`src/hw/rld_pkg.sv`:
```
package rld_pkg;

    // ------------------------------------------------------------------
    // Register map (byte addresses, one word each)
    // ------------------------------------------------------------------
    localparam logic [11:0] RLD_OFS_CTRL0 = 12'h000;
    localparam logic [11:0] RLD_OFS_CTRL1 = 12'h004;
    localparam logic [11:0] RLD_OFS_STAT  = 12'h008;
    localparam int          RLD_AW        = 12;

    // ------------------------------------------------------------------
    // Field positions of control register 0
    // ------------------------------------------------------------------
    localparam int RLD_BIT_EN   = 7;
    localparam int RLD_BIT_LPS  = 6;
    localparam int RLD_BIT_OE   = 5;
    localparam int RLD_BIT_PSLO = 2;
    localparam int RLD_BIT_PSHI = 3;
    localparam int RLD_BIT_NSS  = 0;
    localparam int RLD_LVL_W    = 5;
    localparam int RLD_LEVELS   = 32;

    // ------------------------------------------------------------------
    // Reset values and write masks
    // ------------------------------------------------------------------
    localparam logic [7:0] RLD_CTRL0_RST  = 8'h00;
    localparam logic [7:0] RLD_CTRL0_MASK = 8'hED;
    localparam logic [4:0] RLD_LVL_RST    = 5'h00;
    localparam logic [4:0] RLD_LVL_FULL   = 5'h1F;

    // Positive source codes, code 3 reserved (acts as supply)
    typedef enum logic [1:0] {
        RLD_PSRC_SUPPLY = 2'h0,
        RLD_PSRC_EXTREF = 2'h1,
        RLD_PSRC_FIXREF = 2'h2,
        RLD_PSRC_RSVD   = 2'h3
    } rld_psrc_e;

    // One-hot source switch selects
    localparam logic [2:0] RLD_PSW_SUPPLY = 3'h1;
    localparam logic [2:0] RLD_PSW_EXTREF = 3'h2;
    localparam logic [2:0] RLD_PSW_FIXREF = 3'h4;
    localparam logic [1:0] RLD_NSW_GND    = 2'h1;
    localparam logic [1:0] RLD_NSW_EXTREF = 2'h2;

    // Bus phase tracker states
    typedef enum logic [1:0] {
        RLD_ST_IDLE = 2'h1,
        RLD_ST_DATA = 2'h2
    } rld_state_e;

    // Control to the analog ladder
    typedef struct packed {
        logic       enable;
        logic       lowPower;
        logic       pinOut;
        rld_psrc_e  posSel;
        logic       negSel;
        logic [4:0] level;
    } rld_ctrl_s;

    // Ladder switch drive
    typedef struct packed {
        logic [31:0] tap;
        logic [2:0]  posSwitch;
        logic [1:0]  negSwitch;
        logic        posConnect;
        logic        negConnect;
    } rld_ladder_s;

endpackage

```
`src/hw/rld_ladder_decode.sv`:
```
module rld_ladder_decode
    import rld_pkg::*;
(
    input  wire logic        mclk,
    input  wire logic        rst,
    input  wire rld_ctrl_s   ctrl,
    output rld_ladder_s      ladder
);

    // ------------------------------------------------------------------
    // Tap decode and source switches
    // ------------------------------------------------------------------
    logic [RLD_LEVELS-1:0] tapNxt;
    logic [2:0]            posSw;
    logic [1:0]            negSw;
    rld_ladder_s           ladder_r;

    // One tap per level; tap 0 sits on the negative source
    genvar gi;
    generate
        for (gi = 0; gi < RLD_LEVELS; gi++) begin : g_tap
            assign tapNxt[gi] = (ctrl.level == RLD_LVL_W'(gi)); // [RL1] [RL2]
        end
    endgenerate

    // Reserved code falls back to the supply, safest rail
    assign posSw = (ctrl.posSel == RLD_PSRC_EXTREF) ? RLD_PSW_EXTREF :
                   (ctrl.posSel == RLD_PSRC_FIXREF) ? RLD_PSW_FIXREF :
                   RLD_PSW_SUPPLY;                              // [RL3] [RL15]
    assign negSw = ctrl.negSel ? RLD_NSW_EXTREF : RLD_NSW_GND;  // [RL3] [RL9]

    // Registered so the switches never glitch on decode
    always_ff @(posedge mclk or posedge rst) begin
        if (rst) begin
            ladder_r <= '0;
        end else begin
            ladder_r.tap        <= tapNxt;
            ladder_r.posSwitch  <= posSw;
            ladder_r.negSwitch  <= negSw;
            // While disabled one rail is cut, picked by low power; enabled ladder keeps both
            ladder_r.posConnect <= ctrl.enable | ctrl.lowPower; // [RL6]
            ladder_r.negConnect <= ctrl.enable | ~ctrl.lowPower; // [RL6]
        end
    end

    assign ladder = ladder_r;

endmodule // rld_ladder_decode

```
`src/hw/rld_ctrl.sv`:
```
// Notes on behaviour
// [RL1] 32 output levels chosen by 5-bit level field in control register 1
// [RL2] Output is negative source plus difference times code over 32
// [RL3] Positive source: fixed ref, supply, ext pin; negative: ground or pin
// [RL4] Pin output enable routes output to pin, overriding digital driver/input
// [RL5] Digital read of the pin returns zero while routed to converter
// [RL6] Low-power bit 6 cuts negative source when set, positive when clear
// [RL7] Software clamps high: disable, low-power set, pick source, code 11111
// [RL8] Software clamps low: disable, low-power clear, code 00000
// [RL9] Negative select picks external pin when 1, ground when 0
// [RL10] Wake from sleep leaves control register 0 unchanged
// [RL11] Software should disable the converter before sleep
// [RL12] Reset disables converter and removes output from the pin
// [RL13] Reset clears the level field to zero
// [RL14] Enable at bit 7 of control register 0
// [RL15] Two-bit positive select maps to supply, ext ref, fixed ref, one spare
// [RL16] Controls are registered outputs updated the cycle after a write
//
// The AHB-Lite slave port and the placing of the registers were chosen for this implementation.
module rld_ctrl
    import rld_pkg::*;
(
    input  wire logic        mclk,
    input  wire logic        rst,
    // AHB-Lite slave
    input  wire logic        hsel,
    input  wire logic [31:0] haddr,
    input  wire logic [1:0]  htrans,
    input  wire logic        hwrite,
    input  wire logic [2:0]  hsize,
    input  wire logic [31:0] hwdata,
    input  wire logic        hready,
    output logic      [31:0] hrdata,
    output logic             hreadyout,
    output logic             hresp,
    // Pin side
    input  wire logic        pinDigitalIn,
    output logic             pinDigitalRead,
    output logic             pinDriverOverride,
    output logic             pinInputOverride,
    // Analog ladder side
    output rld_ctrl_s        ladderCtrl,
    output rld_ladder_s      ladderDrive
);

    // ------------------------------------------------------------------
    // Bus address phase capture
    // ------------------------------------------------------------------
    rld_state_e        state_r;
    rld_state_e        state_nxt;
    logic [RLD_AW-1:0] addr_r;
    logic              write_r;
    logic              addrPhase;

    assign addrPhase = hsel & htrans[1] & hready;

    // Data phase follows every accepted address phase
    assign state_nxt = addrPhase ? RLD_ST_DATA : RLD_ST_IDLE;

    always_ff @(posedge mclk or posedge rst) begin
        if (rst) begin
            state_r <= RLD_ST_IDLE;
            addr_r  <= '0;
            write_r <= 1'b0;
        end else begin
            state_r <= state_nxt;
            if (addrPhase) begin
                addr_r  <= haddr[RLD_AW-1:0];
                write_r <= hwrite;
            end
        end
    end

    // Zero wait states, never an error
    assign hreadyout = 1'b1;
    assign hresp     = 1'b0;

    // ------------------------------------------------------------------
    // Address decode
    // ------------------------------------------------------------------
    logic inData;
    logic selCtrl0;
    logic selCtrl1;
    logic selStat;
    logic wrCtrl0;
    logic wrCtrl1;

    assign inData = (state_r == RLD_ST_DATA);
    always_comb begin
        selCtrl0 = 1'b0;
        selCtrl1 = 1'b0;
        selStat  = 1'b0;
        if (addr_r == RLD_OFS_CTRL0) begin
            selCtrl0 = 1'b1;
        end else if (addr_r == RLD_OFS_CTRL1) begin
            selCtrl1 = 1'b1;
        end else if (addr_r == RLD_OFS_STAT) begin
            selStat = 1'b1;
        end
    end
    assign wrCtrl0 = inData & write_r & selCtrl0;
    assign wrCtrl1 = inData & write_r & selCtrl1;

    // ------------------------------------------------------------------
    // Control registers
    // ------------------------------------------------------------------
    logic [7:0]           ctrl0_r;
    logic [RLD_LVL_W-1:0] level_r;

    // Only reset and bus writes touch these; sleep/wake has no path here [RL10]
    always_ff @(posedge mclk or posedge rst) begin
        if (rst) begin
            ctrl0_r <= RLD_CTRL0_RST;   // [RL12]
            level_r <= RLD_LVL_RST;     // [RL13]
        end else begin
            if (wrCtrl0) begin
                ctrl0_r <= hwdata[7:0] & RLD_CTRL0_MASK; // [RL14]
            end
            if (wrCtrl1) begin
                level_r <= hwdata[RLD_LVL_W-1:0];        // [RL1]
            end
        end
    end

    // Field view of the stored bits
    rld_ctrl_s ctrlNow;
    assign ctrlNow.enable   = ctrl0_r[RLD_BIT_EN];      // [RL14]
    assign ctrlNow.lowPower = ctrl0_r[RLD_BIT_LPS];     // [RL6]
    assign ctrlNow.pinOut   = ctrl0_r[RLD_BIT_OE];      // [RL4]
    assign ctrlNow.posSel   =
        rld_psrc_e'(ctrl0_r[RLD_BIT_PSHI:RLD_BIT_PSLO]); // [RL15]
    assign ctrlNow.negSel   = ctrl0_r[RLD_BIT_NSS];     // [RL9]
    assign ctrlNow.level    = level_r;                  // [RL2]

    // Output copy lands one cycle after the write's data phase
    rld_ctrl_s ctrlOut_r;
    always_ff @(posedge mclk or posedge rst) begin
        if (rst) begin
            ctrlOut_r <= '0;
        end else begin
            ctrlOut_r <= ctrlNow;  // [RL16]
        end
    end
    assign ladderCtrl = ctrlOut_r;

    // ------------------------------------------------------------------
    // Ladder switch decode
    // ------------------------------------------------------------------
    rld_ladder_decode u_decode (
        .mclk   (mclk),
        .rst    (rst),
        .ctrl   (ctrlNow),
        .ladder (ladderDrive)
    );

    // ------------------------------------------------------------------
    // Pin override and digital read path
    // ------------------------------------------------------------------
    logic pinSync1_r;
    logic pinSync2_r;
    logic pinRead_r;

    // Pin is asynchronous to mclk, two stages before use
    always_ff @(posedge mclk or posedge rst) begin
        if (rst) begin
            pinSync1_r <= 1'b0;
            pinSync2_r <= 1'b0;
            pinRead_r  <= 1'b0;
        end else begin
            pinSync1_r <= pinDigitalIn;
            pinSync2_r <= pinSync1_r;
            // Analog level must never leak in as a digital value
            pinRead_r  <= pinSync2_r & ~ctrlNow.pinOut; // [RL5]
        end
    end

    assign pinDigitalRead    = pinRead_r;
    assign pinDriverOverride = ctrlOut_r.pinOut; // [RL4] [RL12]
    assign pinInputOverride  = ctrlOut_r.pinOut; // [RL4]

    // ------------------------------------------------------------------
    // Read data
    // ------------------------------------------------------------------
    logic [31:0] rdMux;
    assign rdMux = selCtrl0 ? {24'h000000, ctrl0_r} :
                   selCtrl1 ? {27'h0000000, level_r} :
                   selStat  ? {31'h00000000, pinRead_r} :
                   32'h00000000;
    assign hrdata = (inData & ~write_r) ? rdMux : 32'h00000000;

endmodule // rld_ctrl

```
`config.mk`:
```
export PLATFORM = sky130hd
export DESIGN_NAME = rld_ctrl
export DESIGN_NICKNAME = d
export VERILOG_FILES = /design/src/hw/rld_pkg.sv /design/src/hw/rld_ladder_decode.sv /design/src/hw/rld_ctrl.sv
export SDC_FILE = /design/constraint.sdc
export NUM_CORES = 1
export LEC_CHECK = 0
export BUFFER_PORTS_ARGS = -buffer_cell sky130_fd_sc_hd__buf_2
export CORE_ASPECT_RATIO = 0.5
export CORE_UTILIZATION = 42
export CTS_BUF_LIST = sky130_fd_sc_hd__clkbuf_8
export CTS_CLUSTER_DIAMETER = 100
export DETAILED_ROUTE_END_ITERATION = 8
export PLACE_DENSITY = 0.78
export RECOVER_POWER = 100
export SLEW_MARGIN = 20
export SYNTH_ARGS = -nofsm -noshare
export SYNTH_HDL_FRONTEND = slang
export SYNTH_HIERARCHICAL = 1
export SYNTH_SLANG_ARGS = --single-unit
export TNS_END_PERCENT = 5
```
`constraint.sdc`:
```
create_clock -name mclk -period 1.7 [get_ports mclk]
set_input_delay 0.34 -clock mclk [delete_from_list [all_inputs] [get_ports mclk]]
set_output_delay 0.34 -clock mclk [all_outputs]
set_load 0.005 [all_outputs]
```
==> metrics <==
Period Utilization, post-route=122%; DIE AREA=7560 µm²; dpl hpwl=4110 µm; All-Layer GR Usage=16.3%; core box area=6810 µm²; Net Switching=983 µW; filler instances=between 600 and 700; Internal=2710 µW; sequential cell area=between 1500 and 2000 µm²; Post-synth EDFFs=0; Mapped Area=3020 µm²; DR vias=~1900; count of different cell masters after synthesis=32; Hold Path Sink=pinSync1_r$_DFF_PP0_; Hold Path Depth=1; Setup WS post-layout=-380 ps; RePlAce Congestion=0.811; clk_skew=around 8.3 ps; Worst-Margin Slew=979 ps; boundary pin count=162; Ant. Diodes=0; IO buf count=just under 90; slowest stage delay, CP=between 400 and 500 ps; arrival time at the worst endpoint=1740 ps; Yosys top cell by area=dfrtp_1; Final nets=around 400; Syn-to-layout area delta=21.4%; Post-synth top flop=dfrtp_1; CTS Sinks=79; grt ovf=0; WHS=82.9 ps; final wirelength=5640 µm; M2 GR Usage=28.5%; vias per cell=4.42; share of cells above drive strength 1=37.6%; Initial Util=44.4%; Num CTS Buffers=9; Crit path required time=about 1400 ps; failing checks=setup timing; Worst-path clk slew=80 ps; Die Ht=62.0 µm; CP Class=flip-flop to primary output; Worst IR Drop VDD=roughly 380 µV; post-route minimum period=roughly 2100 ps; vias in the first global route=1692; switch share=26.6%; number of synthesized register bits=about 80; Rows=21; GR Util met1=18.4%; hold path start=pinDigitalIn; worst r2r dst=ctrl0_r[6]$_DFFE_PP0P_; global-route wire length before repair=roughly 8700 µm; Leak=about 0.0019 µW; Power Dens Cells=between 1000 and 1500 nW/µm²; Root Buffer=clkbuf_8; ys async rst share=100%; R2R depth=5; reg2reg setup slack=20 ps; relative slew slack=between 30% and 40%; most common cell after layout, fill and taps aside=dfrtp_1; sequential-to-total area share from yosys stat=65.5%; Comb pwr share=9.3%; Clock Latency Late Sink=360 ps; 1st-iter DRT viols=74; slowest stage cell, crit path=dfrtp_1; multi-input logic area=881 µm²; initial antenna violation count=0; Reg2Reg Launch Point=addr_r[6]$_DFFE_PP0P_; drt pass-1 iters=4; clock tree buffer depth=2; grt met3 use=6.93%; sequential share of power=56.8%; Tot Pwr=around 3700 µW; Synth top area share=64.6%; Fmax achieved=481 MHz; Worst setup SP type=flip-flop; Fin. Hold Viols=0; TritonCTS clock tree=done; dpl ws=-112 ps; clock power share=33.9%; synth warn=6; Setup-failing EPs final=8; Critical Path End Type=primary output; crit path cell chain=nor4_4 > and4_2 > and2_1 > buf_2; largest cells by area after synthesis=dfrtp_1, mux2_2, buf_4, nor2_1, nand4_4; gr busiest metal=met2; Hold Path Class=input pin to flip-flop; # H-tree levels=3; max-cap violation count=0; commonest non-fill, non-tap cells in the layout=dfrtp_1, buf_2, nor2_1; Avg Synthesized Cell Area=13.7 µm²; pin count of the biggest net entering global routing=41; Pins Over Slew Limit=0; overall die width=122 µm; Syn Inst Count=220; status=finished with violations; RSZ-0062 raised after global routing=true; critical path fanouts, max=5; drc violations=0; DR WL/cell=between 10 and 15 µm; Routed Antenna Nets=0
## area by class of cell
type,count,area share [%]
timing repair buffer,100,13.4
tap,92,3.14
clock buffer,9,3.38
sequential,79,53.9
inverter,6,0.614
clock inverter,7,1.57
multi-input combinational,126,24.0
## power by group through the flow
stage	Combinational [µW]	Sequential (µW)	Clock (µW)
floorplan	254	2110	0
global placement	333	2120	0
detailed placement	351	2130	0
CTS	358	2100	1300
global route	384	2120	1400
finish	342	2100	1250
## state kept, by name, indices dropped and copies added (netlist names)
register	flops
u_decode/ladder	39
addr_r	12
ladderCtrl	10
ctrl0_r	6
level_r	5
state_r	2
pinDigitalRead	1
pinDriverOverride	1
pinSync1_r	1
pinSync2_r	1
write_r	1
## through the flow
| step | instance area [µm²] | setup TNS, ps | std cells | utilization, % |
|---|---|---|---|---|
| floorplan | 3110 | 0 | 244 | - |
| global placement | 3510 | -33.9 | 401 | 51.6 |
| detailed placement | 3510 | -156 | 401 | 51.6 |
| CTS | 3720 | -3070 | 419 | 54.6 |
| finish | 3670 | -2810 | 419 | 53.9 |
| global route | 3670 | -4130 | 419 | 53.9 |
## worst max-delay path, delay by kind of cell, from the launching register on
| family | cells | cell delay, ps |
|---|---|---|
| buffers and inverters | 1 | 120 |
| DFF | 1 | 410 |
| and+or+nand+nor | 3 | 860 |
## cells by family (layout without fill, tap and decap cells)
group | Yosys count | count (layout) | share of synthesized area, %
and+or+nand+nor | 70 | 70 | 14.9
AOI/OAI and AO/OA | 1 | 1 | 0.165
DFF | 79 | 79 | 65.5
buffers and inverters | 39 | 122 | 8.41
adders and majority gates | 2 | 2 | 0.828
other | 2 | 26 | 0.249
muxes | 27 | 27 | 9.94
## how the worst max path moves through the flow
stage	startpoint	endpoint	slack (ps)	cells after the start
2_1_floorplan	addr_r[10]$_DFFE_PP0P_	hrdata[5]	80	3
3_3_place_gp	addr_r[10]$_DFFE_PP0P_	hrdata[0]	-30	4
3_5_place_dp	addr_r[10]$_DFFE_PP0P_	hrdata[0]	-110	4
4_1_cts	addr_r[11]$_DFFE_PP0P_	hrdata[0]	-410	4
5_1_grt	addr_r[11]$_DFFE_PP0P_	hrdata[0]	-500	4
6_report	addr_r[11]$_DFFE_PP0P_	hrdata[4]	-380	4
## per-layer routing
layer  up-vias  wire, µm
met4         0        79
met3         9       424
met2        77      2830
li1        877         -
met1       889      2320
met5         -         0
## synthesized netlist by cell type, types with 2 or more instances
cell / n
inv_1: 6
or3b_4: 2
nand3b_1: 4
or2_2: 2
and2_1: 5
mux2i_1: 3
buf_2: 2
ha_1: 2
clkbuf_1: 3
dfrtp_1: 78
nand3_1: 3
nor4_4: 2
buf_4: 28
nand2b_1: 3
nor2_1: 34
mux2_2: 24
conb_1: 2
nand4_4: 2
and4_2: 2
## repair_timing
item / 4_1_cts / 5_1_grt
hold endpoints to repair: 2 / 0
setup buffers: 1 / 0
endpoints found under the setup margin: 8 / 19
resized for setup: 1 / 0
hold buffers: 1 / 0
pin swaps: 4 / 1
Note: power is estimated with default switching activity, not from simulation.
